--- config.mk ---
export PLATFORM = sky130hd
export DESIGN_NAME = i2cm_slave
export DESIGN_NICKNAME = d
export VERILOG_FILES = /design/src/i2cm_pkg.sv /design/src/i2cm_addr_match.sv /design/src/i2cm_slave.sv
export VERILOG_INCLUDE_DIRS = /design/src
export SDC_FILE = /design/constraint.sdc
export NUM_CORES = 1
export LEC_CHECK = 0
export BUFFER_PORTS_ARGS = -buffer_cell sky130_fd_sc_hd__clkbuf_2
export CORE_ASPECT_RATIO = 1.75
export CORE_MARGIN = 2
export CORE_UTILIZATION = 35
export DETAILED_ROUTE_END_ITERATION = 16
export GPL_TIMING_DRIVEN = 0
export PLACE_DENSITY = 0.56
export SYNTH_ARGS = -nofsm -noshare
export SYNTH_HDL_FRONTEND = slang
export SYNTH_SLANG_ARGS = --single-unit
--- constraint.sdc ---
create_clock -name ref_clk -period 5.85 [get_ports ref_clk]
set_clock_uncertainty 0.1 [all_clocks]
set_input_delay 0.2925 -clock ref_clk [delete_from_list [all_inputs] [get_ports ref_clk]]
set_output_delay 0.2925 -clock ref_clk [all_outputs]
set_load 0.05 [all_outputs]
--- src/i2cm_map.svh ---
// Offsets, field positions, reset values and counts for the I2C slave block.
// Assumes inclusion by bare name from the design files.
`ifndef I2CM_MAP_SVH
`define I2CM_MAP_SVH
// ***********************
// Register offsets
// ***********************
`define I2CM_OWN_ADDR    8'hf4
`define I2CM_FCT_ADDR    8'hf5
`define I2CM_CTRL_ADDR   8'hf6
`define I2CM_DATA_ADDR   8'hf7
`define I2CM_STAT_ADDR   8'hf8
`define I2CM_IMASK_ADDR  8'hf9
`define I2CM_ADM_ADDR    8'hff
// ***********************
// Fields and reset values
// ***********************
`define I2CM_TX_FIFO_LEVEL_MSB   6
`define I2CM_TX_FIFO_LEVEL_LSB   4
`define I2CM_RX_FIFO_LEVEL_MSB   2
`define I2CM_RX_FIFO_LEVEL_LSB   0
`define I2CM_FORCE_BIT   7
`define I2CM_FORCE_RESET 1'b1
`define I2CM_MASK_RESET  7'h7f
`define I2CM_OWN_RESET   7'h00
`define I2CM_FLAG_BIT    0
`define I2CM_EV_ADDR     0
`define I2CM_EV_RX       1
`define I2CM_EV_STOP     2
`define I2CM_EV_FLAG     3
`define I2CM_NEV         4
// ***********************
// Counts
// ***********************
`define I2CM_FIFO_DEPTH  3'h4
`define I2CM_BIT_LAST    4'h8
`define I2CM_IDLE_BYTE   8'hff
`endif

--- src/i2cm_pkg.sv ---
// Types shared by the I2C slave block.
// Assumes nothing beyond a SystemVerilog compiler.
package i2cm_pkg;
   typedef enum logic [6:0] {
      I2CM_IDLE     = 7'h01,
      I2CM_ADDR     = 7'h02,
      I2CM_ADDR_ACK = 7'h04,
      I2CM_RX       = 7'h08,
      I2CM_RX_ACK   = 7'h10,
      I2CM_TX       = 7'h20,
      I2CM_TX_ACK   = 7'h40
   } i2cm_state_type;
   typedef logic [2:0] i2cm_level_type;
endpackage

--- src/i2cm_addr_match.sv ---
// Masked compare of an incoming 7-bit address against the own address.
// Assumes all inputs are stable register values on the caller's clock.
`timescale 1ns/1ps
`default_nettype none
module i2cm_addr_match (
   input  wire logic [6:0] addr_in,
   input  wire logic [6:0] own_addr,
   input  wire logic [6:0] cmp_mask,
   output logic            match
);
   // Mask bit 1 compares, mask bit 0 ignores the incoming bit
   assign match = ((addr_in ^ own_addr) & cmp_mask) == 7'h00;
endmodule
`default_nettype wire

--- src/i2cm_slave.sv ---
// I2C slave: address match under mask, forced stretch, FIFO counts, registers.
// Assumes scl/sda pins arrive asynchronously and the bus wire is resolved outside.
`timescale 1ns/1ps
`default_nettype none
`include "i2cm_map.svh"
module i2cm_slave (
   input  wire logic       ref_clk,
   input  wire logic       reset_n,
   input  wire logic [7:0] reg_addr,
   input  wire logic [7:0] reg_wdata,
   input  wire logic       reg_wr,
   input  wire logic       reg_rd,
   output logic      [7:0] reg_rdata,
   output logic            irq,
   input  wire logic       scl_in,
   output logic            scl_out,
   output logic            scl_oe_n,
   input  wire logic       sda_in,
   output logic            sda_out,
   output logic            sda_oe_n
);
   // ***********************
   // Declarations
   // ***********************
   i2cm_pkg::i2cm_state_type state;
   i2cm_pkg::i2cm_level_type rx_level;
   i2cm_pkg::i2cm_level_type tx_level;
   logic                     scl_meta, scl_sync, scl_prev;
   logic                     sda_meta, sda_sync, sda_prev;
   logic                     scl_rise, scl_fall, bus_start, bus_stop;
   logic [3:0]               bit_cnt;
   logic [7:0]               shreg;
   logic                     rw, master_ack;
   logic                     force_addr_stretch;
   logic [6:0]               addr_compare_mask;
   logic [6:0]               own_slave_address;
   logic                     slave_irq_flag;
   logic                     addr_match, addr_end, ack_done, tx_load, rx_byte;
   logic                     rx_room, rx_push, rx_pop, tx_push, tx_pop, flag_set;
   logic [7:0]               rx_mem [0:3];
   logic [7:0]               tx_mem [0:3];
   logic [1:0]               rx_wp, rx_rp, tx_wp, tx_rp;
   logic [7:0]               tx_byte;
   logic [`I2CM_NEV-1:0]     int_status, int_mask, events;
   logic [7:0]               next_rdata;
   logic                     wr_ctrl, rd_stat;

   function automatic i2cm_pkg::i2cm_level_type level_step(
      input i2cm_pkg::i2cm_level_type level,
      input logic                     push,
      input logic                     pop);
      i2cm_pkg::i2cm_level_type res;
      res = level;
      if (push && !pop) begin
         res = level + 3'h1;
      end else if (pop && !push) begin
         res = level - 3'h1;
      end
      return res;
   endfunction

   // ***********************
   // Pin synchronisers
   // ***********************
   always_ff @(posedge ref_clk or negedge reset_n) begin
      if (!reset_n) begin
         scl_meta <= 1'b1;
         scl_sync <= 1'b1;
         scl_prev <= 1'b1;
         sda_meta <= 1'b1;
         sda_sync <= 1'b1;
         sda_prev <= 1'b1;
      end else begin
         scl_meta <= scl_in;
         scl_sync <= scl_meta;
         scl_prev <= scl_sync;
         sda_meta <= sda_in;
         sda_sync <= sda_meta;
         sda_prev <= sda_sync;
      end
   end

   assign scl_rise  = scl_sync & ~scl_prev;
   assign scl_fall  = ~scl_sync & scl_prev;
   assign bus_start = scl_sync & scl_prev & sda_prev & ~sda_sync;
   assign bus_stop  = scl_sync & scl_prev & ~sda_prev & sda_sync;

   // ***********************
   // Transfer events
   // ***********************
   i2cm_addr_match u_match (
      .addr_in  (shreg[7:1]),
      .own_addr (own_slave_address),
      .cmp_mask (addr_compare_mask),
      .match    (addr_match)
   );

   assign addr_end = scl_fall && state == i2cm_pkg::I2CM_ADDR && bit_cnt == `I2CM_BIT_LAST;
   assign ack_done = scl_fall && state == i2cm_pkg::I2CM_ADDR_ACK;
   assign tx_load  = scl_fall && ((state == i2cm_pkg::I2CM_ADDR_ACK && rw) ||
                                  (state == i2cm_pkg::I2CM_TX_ACK && master_ack));
   assign rx_byte  = scl_fall && state == i2cm_pkg::I2CM_RX && bit_cnt == `I2CM_BIT_LAST;
   assign rx_room  = rx_level != `I2CM_FIFO_DEPTH;
   assign rx_push  = rx_byte && rx_room;
   assign rx_pop   = reg_rd && reg_addr == `I2CM_DATA_ADDR && rx_level != 3'h0;
   assign tx_push  = reg_wr && reg_addr == `I2CM_DATA_ADDR && tx_level != `I2CM_FIFO_DEPTH;
   assign tx_pop   = tx_load && tx_level != 3'h0;
   assign tx_byte  = (tx_level != 3'h0) ? tx_mem[tx_rp] : `I2CM_IDLE_BYTE;
   assign wr_ctrl  = reg_wr && reg_addr == `I2CM_CTRL_ADDR;
   assign rd_stat  = reg_rd && reg_addr == `I2CM_STAT_ADDR;

   // Forced by address ack, or by a starved read or a filled receive FIFO
   assign flag_set = (ack_done && force_addr_stretch) ||
                     (tx_load && tx_level == 3'h0) ||
                     (rx_push && rx_level == `I2CM_FIFO_DEPTH - 3'h1);

   // ***********************
   // Link state machine
   // ***********************
   always_ff @(posedge ref_clk or negedge reset_n) begin
      if (!reset_n) begin
         state      <= i2cm_pkg::I2CM_IDLE;
         bit_cnt    <= 4'h0;
         shreg      <= 8'h00;
         rw         <= 1'b0;
         master_ack <= 1'b0;
         sda_oe_n   <= 1'b1;
      end else if (bus_start) begin
         state    <= i2cm_pkg::I2CM_ADDR;
         bit_cnt  <= 4'h0;
         sda_oe_n <= 1'b1;
      end else if (bus_stop) begin
         state    <= i2cm_pkg::I2CM_IDLE;
         sda_oe_n <= 1'b1;
      end else if (scl_rise) begin
         case (state)
            i2cm_pkg::I2CM_ADDR, i2cm_pkg::I2CM_RX: begin
               shreg   <= {shreg[6:0], sda_sync};
               bit_cnt <= bit_cnt + 4'h1;
            end
            i2cm_pkg::I2CM_TX_ACK: begin
               master_ack <= ~sda_sync;
            end
            default: begin
            end
         endcase
      end else if (scl_fall) begin
         case (state)
            i2cm_pkg::I2CM_ADDR: begin
               if (bit_cnt == `I2CM_BIT_LAST) begin
                  if (addr_match) begin
                     state    <= i2cm_pkg::I2CM_ADDR_ACK;
                     sda_oe_n <= 1'b0;
                     rw       <= shreg[0];
                  end else begin
                     state <= i2cm_pkg::I2CM_IDLE;
                  end
               end
            end
            i2cm_pkg::I2CM_ADDR_ACK, i2cm_pkg::I2CM_TX_ACK: begin
               if (tx_load) begin
                  state    <= i2cm_pkg::I2CM_TX;
                  sda_oe_n <= tx_byte[7];
                  shreg    <= {tx_byte[6:0], 1'b1};
                  bit_cnt  <= 4'h1;
               end else if (state == i2cm_pkg::I2CM_ADDR_ACK) begin
                  state    <= i2cm_pkg::I2CM_RX;
                  sda_oe_n <= 1'b1;
                  bit_cnt  <= 4'h0;
               end else begin
                  state    <= i2cm_pkg::I2CM_IDLE;
                  sda_oe_n <= 1'b1;
               end
            end
            i2cm_pkg::I2CM_TX: begin
               if (bit_cnt == `I2CM_BIT_LAST) begin
                  state    <= i2cm_pkg::I2CM_TX_ACK;
                  sda_oe_n <= 1'b1;
               end else begin
                  sda_oe_n <= shreg[7];
                  shreg    <= {shreg[6:0], 1'b1};
                  bit_cnt  <= bit_cnt + 4'h1;
               end
            end
            i2cm_pkg::I2CM_RX: begin
               if (bit_cnt == `I2CM_BIT_LAST) begin
                  state    <= i2cm_pkg::I2CM_RX_ACK;
                  // Full receive FIFO answers with a nack
                  sda_oe_n <= ~rx_room;
               end
            end
            i2cm_pkg::I2CM_RX_ACK: begin
               state    <= i2cm_pkg::I2CM_RX;
               sda_oe_n <= 1'b1;
               bit_cnt  <= 4'h0;
            end
            default: begin
            end
         endcase
      end
   end

   // ***********************
   // Flag and clock stretch
   // ***********************
   always_ff @(posedge ref_clk or negedge reset_n) begin
      if (!reset_n) begin
         slave_irq_flag <= 1'b0;
      end else if (flag_set) begin
         slave_irq_flag <= 1'b1;
      end else if (wr_ctrl && !reg_wdata[`I2CM_FLAG_BIT]) begin
         slave_irq_flag <= 1'b0;
      end
   end

   // Clock held low while the flag stands inside a transfer
   always_ff @(posedge ref_clk or negedge reset_n) begin
      if (!reset_n) begin
         scl_oe_n <= 1'b1;
         scl_out  <= 1'b0;
         sda_out  <= 1'b0;
      end else begin
         scl_oe_n <= ~(slave_irq_flag && state != i2cm_pkg::I2CM_IDLE);
         scl_out  <= 1'b0;
         sda_out  <= 1'b0;
      end
   end

   // ***********************
   // FIFOs
   // ***********************
   always_ff @(posedge ref_clk) begin
      if (rx_push) begin
         rx_mem[rx_wp] <= shreg;
      end
      if (tx_push) begin
         tx_mem[tx_wp] <= reg_wdata;
      end
   end

   always_ff @(posedge ref_clk or negedge reset_n) begin
      if (!reset_n) begin
         rx_wp    <= 2'h0;
         rx_rp    <= 2'h0;
         tx_wp    <= 2'h0;
         tx_rp    <= 2'h0;
         rx_level <= 3'h0;
         tx_level <= 3'h0;
      end else begin
         rx_wp    <= rx_wp + {1'b0, rx_push};
         rx_rp    <= rx_rp + {1'b0, rx_pop};
         tx_wp    <= tx_wp + {1'b0, tx_push};
         tx_rp    <= tx_rp + {1'b0, tx_pop};
         rx_level <= level_step(rx_level, rx_push, rx_pop);
         tx_level <= level_step(tx_level, tx_push, tx_pop);
      end
   end

   // ***********************
   // Registers
   // ***********************
   always_ff @(posedge ref_clk or negedge reset_n) begin
      if (!reset_n) begin
         force_addr_stretch <= `I2CM_FORCE_RESET;
         addr_compare_mask  <= `I2CM_MASK_RESET;
         own_slave_address  <= `I2CM_OWN_RESET;
         int_mask           <= '0;
      end else if (reg_wr) begin
         if (reg_addr == `I2CM_ADM_ADDR) begin
            force_addr_stretch <= reg_wdata[`I2CM_FORCE_BIT];
            addr_compare_mask  <= reg_wdata[6:0];
         end else if (reg_addr == `I2CM_OWN_ADDR) begin
            own_slave_address <= reg_wdata[6:0];
         end else if (reg_addr == `I2CM_IMASK_ADDR) begin
            int_mask <= reg_wdata[`I2CM_NEV-1:0];
         end
      end
   end

   always_comb begin
      events                = '0;
      events[`I2CM_EV_ADDR] = ack_done;
      events[`I2CM_EV_RX]   = rx_push;
      events[`I2CM_EV_STOP] = bus_stop && state != i2cm_pkg::I2CM_IDLE;
      events[`I2CM_EV_FLAG] = flag_set;
   end

   // New events win over the clear of a status read
   always_ff @(posedge ref_clk or negedge reset_n) begin
      if (!reset_n) begin
         int_status <= '0;
         irq        <= 1'b0;
      end else begin
         int_status <= (rd_stat ? '0 : int_status) | events;
         irq        <= |(int_status & int_mask);
      end
   end

   always_comb begin
      next_rdata = 8'h00;
      if (reg_addr == `I2CM_FCT_ADDR) begin
         next_rdata[`I2CM_TX_FIFO_LEVEL_MSB:`I2CM_TX_FIFO_LEVEL_LSB] = tx_level;
         next_rdata[`I2CM_RX_FIFO_LEVEL_MSB:`I2CM_RX_FIFO_LEVEL_LSB] = rx_level;
      end else if (reg_addr == `I2CM_ADM_ADDR) begin
         next_rdata = {force_addr_stretch, addr_compare_mask};
      end else if (reg_addr == `I2CM_OWN_ADDR) begin
         next_rdata = {1'b0, own_slave_address};
      end else if (reg_addr == `I2CM_CTRL_ADDR) begin
         next_rdata[`I2CM_FLAG_BIT] = slave_irq_flag;
      end else if (reg_addr == `I2CM_DATA_ADDR) begin
         next_rdata = (rx_level != 3'h0) ? rx_mem[rx_rp] : 8'h00;
      end else if (reg_addr == `I2CM_STAT_ADDR) begin
         next_rdata[`I2CM_NEV-1:0] = int_status;
      end else if (reg_addr == `I2CM_IMASK_ADDR) begin
         next_rdata[`I2CM_NEV-1:0] = int_mask;
      end
   end

   always_ff @(posedge ref_clk or negedge reset_n) begin
      if (!reset_n) begin
         reg_rdata <= 8'h00;
      end else begin
         reg_rdata <= reg_rd ? next_rdata : 8'h00;
      end
   end
endmodule
`default_nettype wire
==> results of run 1 <==
metrics by stage:
stage / hold WS (ns) / cell area, µm²
after floorplan: -0.103 / 6440
after global placement: 0.247 / 6890
after detailed placement: 0.120 / 6920
after CTS: 0.0124 / 7520
after global routing: 0.0320 / 7530
final: 0.0222 / 7530
report_power, final:
part	switching (mW)	internal, mW	total [mW]
Clock	0.480	0.571	1.05
Sequential	0.108	1.14	1.25
Combinational	0.259	0.160	0.419
flip-flops by register name, summed over array words and instances, names as in the netlist, 7 cells and up:
register,flops
rx_mem,32
tx_mem,32
reg_rdata,8
shreg,8
addr_compare_mask,7
own_slave_address,7
state,7
cells by family (layout without fill, tap and decap cells):
logic type      Yosys count  in the layout  share of synthesized area
compound gates           93             93                     0.0971
buf+inv                  34            103                     0.0212
xor+xnor                 21             21                     0.0286
fa+ha+maj                13             13                     0.0276
flops                   140            140                      0.598
mux                      48             48                      0.112
other cells               1              2                   0.000583
simple gates            147            147                      0.116
area by class of cell:
type / count / area [µm²] / share of cell area
Buffer: 21 / 87.6 / 0.0116
Timing Repair Buffer: 37 / 225 / 0.0299
Tap cell: 234 / 293 / 0.0389
Multi-Input combinational cell: 324 / 2460 / 0.326
Sequential cell: 140 / 3840 / 0.510
Clock inverter: 14 / 146 / 0.0194
Clock buffer: 18 / 429 / 0.0570
Inverter: 13 / 48.8 / 0.00648
layer usage:
metal	GRT usage	wire length, µm
met1	0.183	5740
met3	0.0267	519
met4	0.0748	371
met2	0.297	8100
met5	0	0
synth_stat cells (all sizes together) (3+ instances only):
master and number:
edfxtp 64, dfrtp 59, nand2 38, nor2 36, mux2 30, o21ai 25, a21oi 22, clkbuf 18
xor2 18, dfstp 17, mux4 16, nand3 15, inv 13, ha 11, and3 8, nor2b 8
nor3 7, o31ai 7, a222oi 6, a22oi 6, and2 5, nor4 5, a211oi 4, a21o 4
nand2b 4, nand4b 4, nor3b 4, a22o 3, buf 3, nand4 3, or3 3, xnor2 3
placed cells by master, fill, tap and decap left out, types with 4 or more instances in the layout:
cell type  instances
mux4_2            16
inv_1             13
nand2_1           38
nor2_1            36
o31ai_1            7
nor3_1             7
nor2b_1            8
edfxtp_1          64
and3_1             8
a22oi_1            6
clkbuf_2          31
and2_1             5
dfrtp_1           59
a222oi_1           6
a21o_1             4
ha_1              11
nand3_1           15
inv_8              7
nand2b_1           4
clkbuf_1          19
dfstp_2           17
mux2_2            30
nor4_1             5
o21ai_0           25
a21oi_1           22
clkbuf_16         17
nand4b_1           4
xor2_1            18
what timing repair did:
item | in CTS | in global routing
hold endpoints to repair | 19 | 0
hold buffers | 3 | 0
setup endpoints to repair | 0 | 0
worst register-to-register path: stages (launching register included):
cell,delay [ns]
dfrtp_1,0.36
clkbuf_1,0.20
nor4_1,0.69
nand3_1,0.29
o22ai_1,0.42
nand2b_1,0.22
ha_1,0.27
inv_1,0.07
fa_1,0.40
mux2_2,0.27
final timing paths:
kind,from,to,slack [ns]
max,state[1],tx_level[1],2.44
max in group asynchronous,reset_n,sda_oe_n,4.80
max reg2reg,state[1],tx_level[1],2.44
min,reg_wdata[7],tx_mem[0][7],0.02
min in group asynchronous,reset_n,tx_wp[0],0.21
min reg2reg,scl_meta,scl_sync,0.26
==> results.toml, run 1 <==
[synthesis]
synth_cell_types = 55
yosys_most_used_dff = "edfxtp_1"
yosysTopAreaCellShare = 0.299
yosysTopAreaCell = "edfxtp_1"
postSynthRegisterBits = 140
synth-edff-count = 64
synthCells = 497
syn_area_um2 = 6430
synthArstFlopShare = 0.543
ys_seq_area_frac = 0.598
syn_area_per_cell_um2 = 12.9
ys_warn_count = 0
ys_top_cells_by_area = "edfxtp_1 (30%), dfrtp_1 (23%), dfstp_2 (6.9%)"

[cts]
postCtsSetupRepairBufs = 0
cts_resized = 0
cts.root.buffer_cell = "clkbuf_16"
cts_sinks = 140
clk_pin_slew_worst_paths_ns = 0.07
htree_levels = 4
cts_inserted_buffers = 17
cts.path.max_buffers = 2
clk_latency_ns = 0.43
cts_tree = "done"

[setup_path]
crit_cells = 9
critical_path_class = "register to register"
cp_top_family = "simple AND/OR/NAND/NOR gates"
worstPathArrival_ns = 3.61
cp-start-kind = "register"
cp_slowest_cell = "nor4_1"
r2r_cells = 9
max_stage_delay_ns = 0.68
cp_max_fo = 8
worst_ep_required_time_ns = 6.05
cp.buffers_inverters = 2
path_cells = "clkbuf_1 -> nor4_1 -> nand3_1 -> o22ai_1 -> nand2b_1 -> ha_1 -> inv_1 -> fa_1 -> mux2_2"
crit_path_end_kind = "register"

[pwr]
p_leak_nw = 3.05
powerDensity_nw_per_um2 = 361
ir_worst_vdd_mv = 0.193
power.total_mw = 2.72

[die]
start_util = 0.356
die_h_um = 183
fp-row-count = 65
die-area_um2 = 19500
core_area_um2 = 18100
die_w_um = 106
pin_count = 35

[place]
port_buffers = 32
place_inst = 765
dp_hpwl_um = 10900
gpl.final_weighted_congestion = 0.895
dp_slack_ns = 2.41

[detailed_routing]
final_antenna_net_count = 0
num_vias = 4253
drc = 0
dr.pass1.iters = 5
finalWirelength_um = 14700
viasPerCell = 5.31
drtIter0Drc = 278
wl_per_cell_um = 18.4

[timing]
period_minus_slack_ns = 3.41
rsz0062_at_grt = "no"
setup_viol = 0
slew_violations = 0
worstMarginPinSlew_ns = 1.34
tns_ns = 0
hold_violations = 0
max_slew_margin = 0.0915
finalCritPeriodShare = 0.583
fmax_mhz = 293
final.setup.worst_slack_ns = 2.44

[layout]
final_cells = 801
final_core_util = 0.417
drive_gt1_frac = 0.238
diodes = 0
final_nets = 589
area_delta_synth_final_pct = 17.1
nFillCells = 1742

[job]
max_cap_violations = 0

[global_routing]
grt_max_degree = 60
grt_first_pass_wirelength_um = 23700
grtUsageTotal = 0.162
grt_pass1_vias = 4375
antenna_found_initial = 0
grt_overflow = 0

[worst_hold_path]
min_path_cells = 1
hp-class = "input port to register"

[run_status]
status = "complete, no violations"
(Power assumes the default switching activity.)
==> run 2, diff against run 1 <==
==> constraint.sdc (replaced) <==
create_clock -name ref_clk -period 3.37 [get_ports ref_clk]
set_clock_uncertainty 0.1 [all_clocks]
set_input_delay 0.1685 -clock ref_clk [delete_from_list [all_inputs] [get_ports ref_clk]]
set_output_delay 0.1685 -clock ref_clk [all_outputs]
set_load 0.05 [all_outputs]
==> results.toml, run 2 (synthesis gave the netlist of run 1 again) <==
[layout]
top_regs = "rx_mem: 32 flops, tx_mem: 32 flops"
final_core_util = 0.423
area_delta_synth_final_pct = 18.7
drive_gt1_frac = 0.240
final_common_cell = "edfxtp_1"
diodes = 0
final_cell_mix = "edfxtp_1 (64), dfrtp_1 (59), nand2_1 (38)"
final_area_um2 = 7630
final_nets = 597

[timing]
hold_violations = 0
worstMarginPinSlew_ns = 1.32
fmax_mhz = 324
period_minus_slack_ns = 3.08
max_slew_margin = 0.104
hold_ws_ns = 0.0126
rsz0062_at_grt = "no"
slew_violations = 0
finalCritPeriodShare = 0.915
final.setup.worst_slack_ns = 0.287
setup_viol = 0

[detailed_routing]
drtIter0Drc = 290
viasPerCell = 5.29
wl_per_cell_um = 18.3
drc = 0
finalWirelength_um = 14800
num_vias = 4282
dr.pass1.iters = 5
final_antenna_net_count = 0

[job]
max_cap_violations = 0

[worst_hold_path]
hp-class = "input port to register"

[place]
port_buffers = 32
gpl.final_weighted_congestion = 0.895
place_area_um2 = 6920
dp_slack_ns = -0.0693
dp_hpwl_um = 10900

[die]
die_w_um = 106
die_h_um = 183
fp-row-count = 65
start_util = 0.356
die-area_um2 = 19500
pin_count = 35
core_area_um2 = 18100

[cts]
cts_inserted_buffers = 17
clk_pin_slew_worst_paths_ns = 0.07
htree_levels = 4
clk_latency_ns = 0.43
cts.root.buffer_cell = "clkbuf_16"
cts.path.max_buffers = 2
cts_sinks = 140
cts_tree = "done"

[setup_path]
cp_max_fo = 8
critical_path_class = "register to register"
cp-start-kind = "register"
crit_path_end_kind = "register"
worst_ep_required_time_ns = 3.58
worstPathArrival_ns = 3.29

[pwr]
ir_worst_vdd_mv = 0.334
powerDensity_nw_per_um2 = 621
p_leak_nw = 3.09

[global_routing]
antenna_found_initial = 0
grt_pass1_vias = 4405
grtUsageTotal = 0.163
grt_overflow = 0
grt_max_degree = 60
grt_first_pass_wirelength_um = 23800

[run_status]
status = "complete, no violations"
-- run 2: where the power goes --
| part | switching (mW) | total [mW] | internal [mW] |
|---|---|---|---|
| Clock | 0.836 | 1.83 | 0.990 |
| Combinational | 0.452 | 0.740 | 0.288 |
| Sequential | 0.190 | 2.17 | 1.98 |
| Total | 1.48 | 4.74 | 3.26 |
-- run 2: final cells by class --
| cell class | instances | area [µm²] |
|---|---|---|
| flip-flops and latches | 140 | 3840 |
| clock inverters | 14 | 146 |
| clock buffers | 18 | 429 |
| well taps | 234 | 293 |
| fillers | 1729 | 10400 |
| repair buffers | 45 | 305 |
| plain buffers | 21 | 87.6 |
| inverters | 13 | 48.8 |
| multi-input cells | 324 | 2480 |
-- run 2: routing by layer --
layer  share of wire  routed length (µm)  vias to the layer above  GRT usage
li1                -                   -                     2000          -
met1            0.39                5700                     2135      0.184
met2            0.55                8090                      117      0.298
met3           0.039                 570                       30     0.0259
met4           0.028                 420                        0     0.0748
met5               0                   0                        -          0
-- run 2: worst paths after layout --
kind | start | to | slack (ns) | cells after the start
min | reg_rd | reg_rdata[4] | 0.01 | 3
min in group asynchronous | reset_n | tx_wp[0] | 0.08 | 2
max reg2reg | state[1] | tx_level[1] | 0.29 | 9
max in group asynchronous | reset_n | sda_oe_n | 2.44 | 3
min reg2reg | scl_meta | scl_sync | 0.26 | 0
max | state[1] | tx_level[1] | 0.29 | 9
-- run 2: critical path, stage by stage, from the launching register on --
cell and delay (ns):
dfrtp_1 0.36, clkbuf_1 0.20, nor4_2 0.52, nand3_1 0.27, o22ai_2 0.31, nand2b_1 0.19, ha_1 0.25, inv_1 0.07
fa_1 0.40, mux2_2 0.27
-- run 2: through the flow --
step / TNS, ns / cells / total power [mW]
floorplan: 0 / 498 / 2.65
finish: 0 / 809 / 4.74
global route: 0 / 809 / 4.94
CTS: 0 / 808 / 4.77
detailed placement: -0.0693 / 765 / 2.93
global placement: -0.0260 / 764 / 2.90
-- run 2: what timing repair did --
item                       CTS  global route
hold endpoints to repair   102             0
hold buffers                11             0
cloned                       0             0
setup endpoints to repair    1            11
setup buffers                0             0
pin swaps                    0             0
gates resized for setup      1             2
==> run 3, diff against run 2 <==
--- a/config.mk
+++ b/config.mk
@@ -15,4 +15,5 @@
 export PLACE_DENSITY = 0.56
 export SYNTH_ARGS = -nofsm -noshare
 export SYNTH_HDL_FRONTEND = slang
+export SYNTH_HIERARCHICAL = 1
 export SYNTH_SLANG_ARGS = --single-unit
==> results.toml, run 3 <==
[place]
gpl.final_weighted_congestion = 0.929
port_buffers = 32
dp_hpwl_um = 12300
place_inst = 768
dp_slack_ns = -0.668

[die]
die-area_um2 = 20000
fp-row-count = 66
start_util = 0.356
die_w_um = 108
core_area_um2 = 18600
pin_count = 35
die_h_um = 186

[synthesis]
yosysTopAreaCellShare = 0.291
synthCells = 496
ys_warn_count = 6
yosys_most_used_dff = "edfxtp_1"
syn_area_um2 = 6610
postSynthRegisterBits = 140
yosysMostFrequentCell = "edfxtp_1"
ys_seq_area_frac = 0.582
ys_top_cells_by_area = "edfxtp_1 (29%), dfrtp_1 (22%), dfstp_2 (6.8%)"
synthTopCellsByCount = "edfxtp_1 (64), dfrtp_1 (59), nand2_1 (40), mux2_2 (26), o21ai_0 (21)"
yosysTopAreaCell = "edfxtp_1"
synth_cell_types = 67
synth-edff-count = 64
syn_area_per_cell_um2 = 13.3
synthArstFlopShare = 0.543

[job]
max_cap_violations = 0

[setup_path]
cp_slowest_cell = "a2111oi_4"
worstPathArrival_ns = 3.39
critical_path_class = "register to register"
cp_max_fo = 9
cp-start-kind = "register"
path_cells = "inv_1 -> ha_1 -> and3b_1 -> clkbuf_1 -> a41oi_1 -> nand2_2 -> a2111oi_4 -> mux2_4"
worst_ep_required_time_ns = 3.57
max_stage_delay_ns = 0.73
crit_path_end_kind = "register"

[timing]
final.setup.worst_slack_ns = 0.181
hold_ws_ns = 0.0157
setup_viol = 0
period_minus_slack_ns = 3.19
fmax_mhz = 314
rsz0062_at_grt = "no"
hold_violations = 0
max_slew_margin = 0.151
slew_violations = 0
worstMarginPinSlew_ns = 1.26
finalCritPeriodShare = 0.946

[layout]
final_core_util = 0.418
final_common_cell = "edfxtp_1"
drive_gt1_frac = 0.271
final_cells = 809
final_cell_mix = "edfxtp_1 (64), dfrtp_1 (59), nand2_1 (40)"
final_nets = 593
area_delta_synth_final_pct = 17.4
top_regs = "rx_mem: 32 flops, tx_mem: 32 flops"
diodes = 0

[global_routing]
grt_first_pass_wirelength_um = 25800
grt_max_degree = 66
grt_overflow = 0
antenna_found_initial = 0
grt_pass1_vias = 4686
grtUsageTotal = 0.175

[pwr]
power.total_mw = 4.71
p_leak_nw = 3.06
powerDensity_nw_per_um2 = 607
ir_worst_vdd_mv = 0.309

[cts]
cts.path.max_buffers = 2
clk_pin_slew_worst_paths_ns = 0.06
cts_sinks = 140
htree_levels = 4
cts.root.buffer_cell = "clkbuf_16"
cts_tree = "done"
clk_latency_ns = 0.42
cts_inserted_buffers = 17

[detailed_routing]
final_antenna_net_count = 0
drtIter0Drc = 215
drc = 0
dr.pass1.iters = 7
num_vias = 4479
viasPerCell = 5.54
finalWirelength_um = 16500
wl_per_cell_um = 20.4

[worst_hold_path]
hp-class = "input port to register"

[run_status]
status = "complete, no violations"
run 3: cell types whose count changed after synthesis, sizes merged, moves of 6 or more:
cell / change
a22oi: +6
a21boi: +8
a21oi: -8
buf: +8
o31ai: -6
nor2: -17
run 3: where the power goes:
group	internal (mW)	total, mW	switching (mW)
clock	0.959	1.69	0.734
combinational	0.339	0.879	0.540
sequential	1.97	2.14	0.172
total	3.27	4.71	1.45
run 3: kinds of logic after synthesis:
kind of cell	count (synthesis)	synth area share
other cells	1	0.000567
mux	52	0.119
simple gates	134	0.111
compound gates	95	0.106
flops	140	0.582
buf+inv	39	0.0257
xor+xnor	22	0.0291
fa+ha+maj	13	0.0269
run 3: path summary, 6_finish.rpt:
path | startpoint | end | slack [ns] | cells past startpoint
max in group asynchronous | reset_n | scl_meta | 2.45 | 3
worst max register to register | bit_cnt[0] | shreg[6] | 0.18 | 8
worst min-delay path | reg_wdata[2] | tx_mem[2][2] | 0.02 | 1
min in group asynchronous | reset_n | rx_wp[0] | 0.07 | 2
worst min register to register | sda_meta | sda_sync | 0.26 | 0
worst max-delay path | bit_cnt[0] | shreg[6] | 0.18 | 8
run 3: layout make-up:
type / count / area, µm²
Inverter: 14 / 52.6
Clock inverter: 13 / 92.6
Timing Repair Buffer: 44 / 295
Clock buffer: 19 / 443
Buffer: 23 / 110
Sequential cell: 140 / 3840
Fill cell: 1706 / 10800
Tap cell: 238 / 298
Multi-Input combinational cell: 318 / 2630
run 3: metal layers:
metal | track usage | up-vias | wire length, µm
li1 | - | 2012 | -
met1 | 0.184 | 2303 | 5990
met2 | 0.328 | 127 | 9240
met3 | 0.0294 | 37 | 541
met4 | 0.0918 | 0 | 708
met5 | 0 | - | 0
run 3: worst max-delay path, delay by kind of cell, from the launching register on:
kind	cells	cell delay, ns
AND/OR/NAND/NOR	2	0.39
multiplexers	1	0.35
adder cells (fa/ha/maj)	1	0.19
flip-flops	1	0.43
buffers and inverters	2	0.31
AO/OA/AOI/OAI	2	1.29
run 3: timing repair:
item | 4_1_cts | 5_1_grt
setup buffers | 0 | 0
gates resized for setup | 3 | 1
endpoints found under the hold margin | 95 | 0
hold buffers | 10 | 0
setup endpoints to repair | 34 | 3
run 3: through the flow:
step / cell area, µm² / setup TNS (ns)
after floorplan: 6610 / 0
after global placement: 7070 / -6.70
after detailed placement: 7100 / -10.50
after CTS: 7750 / 0
after global routing: 7760 / 0
final: 7760 / 0
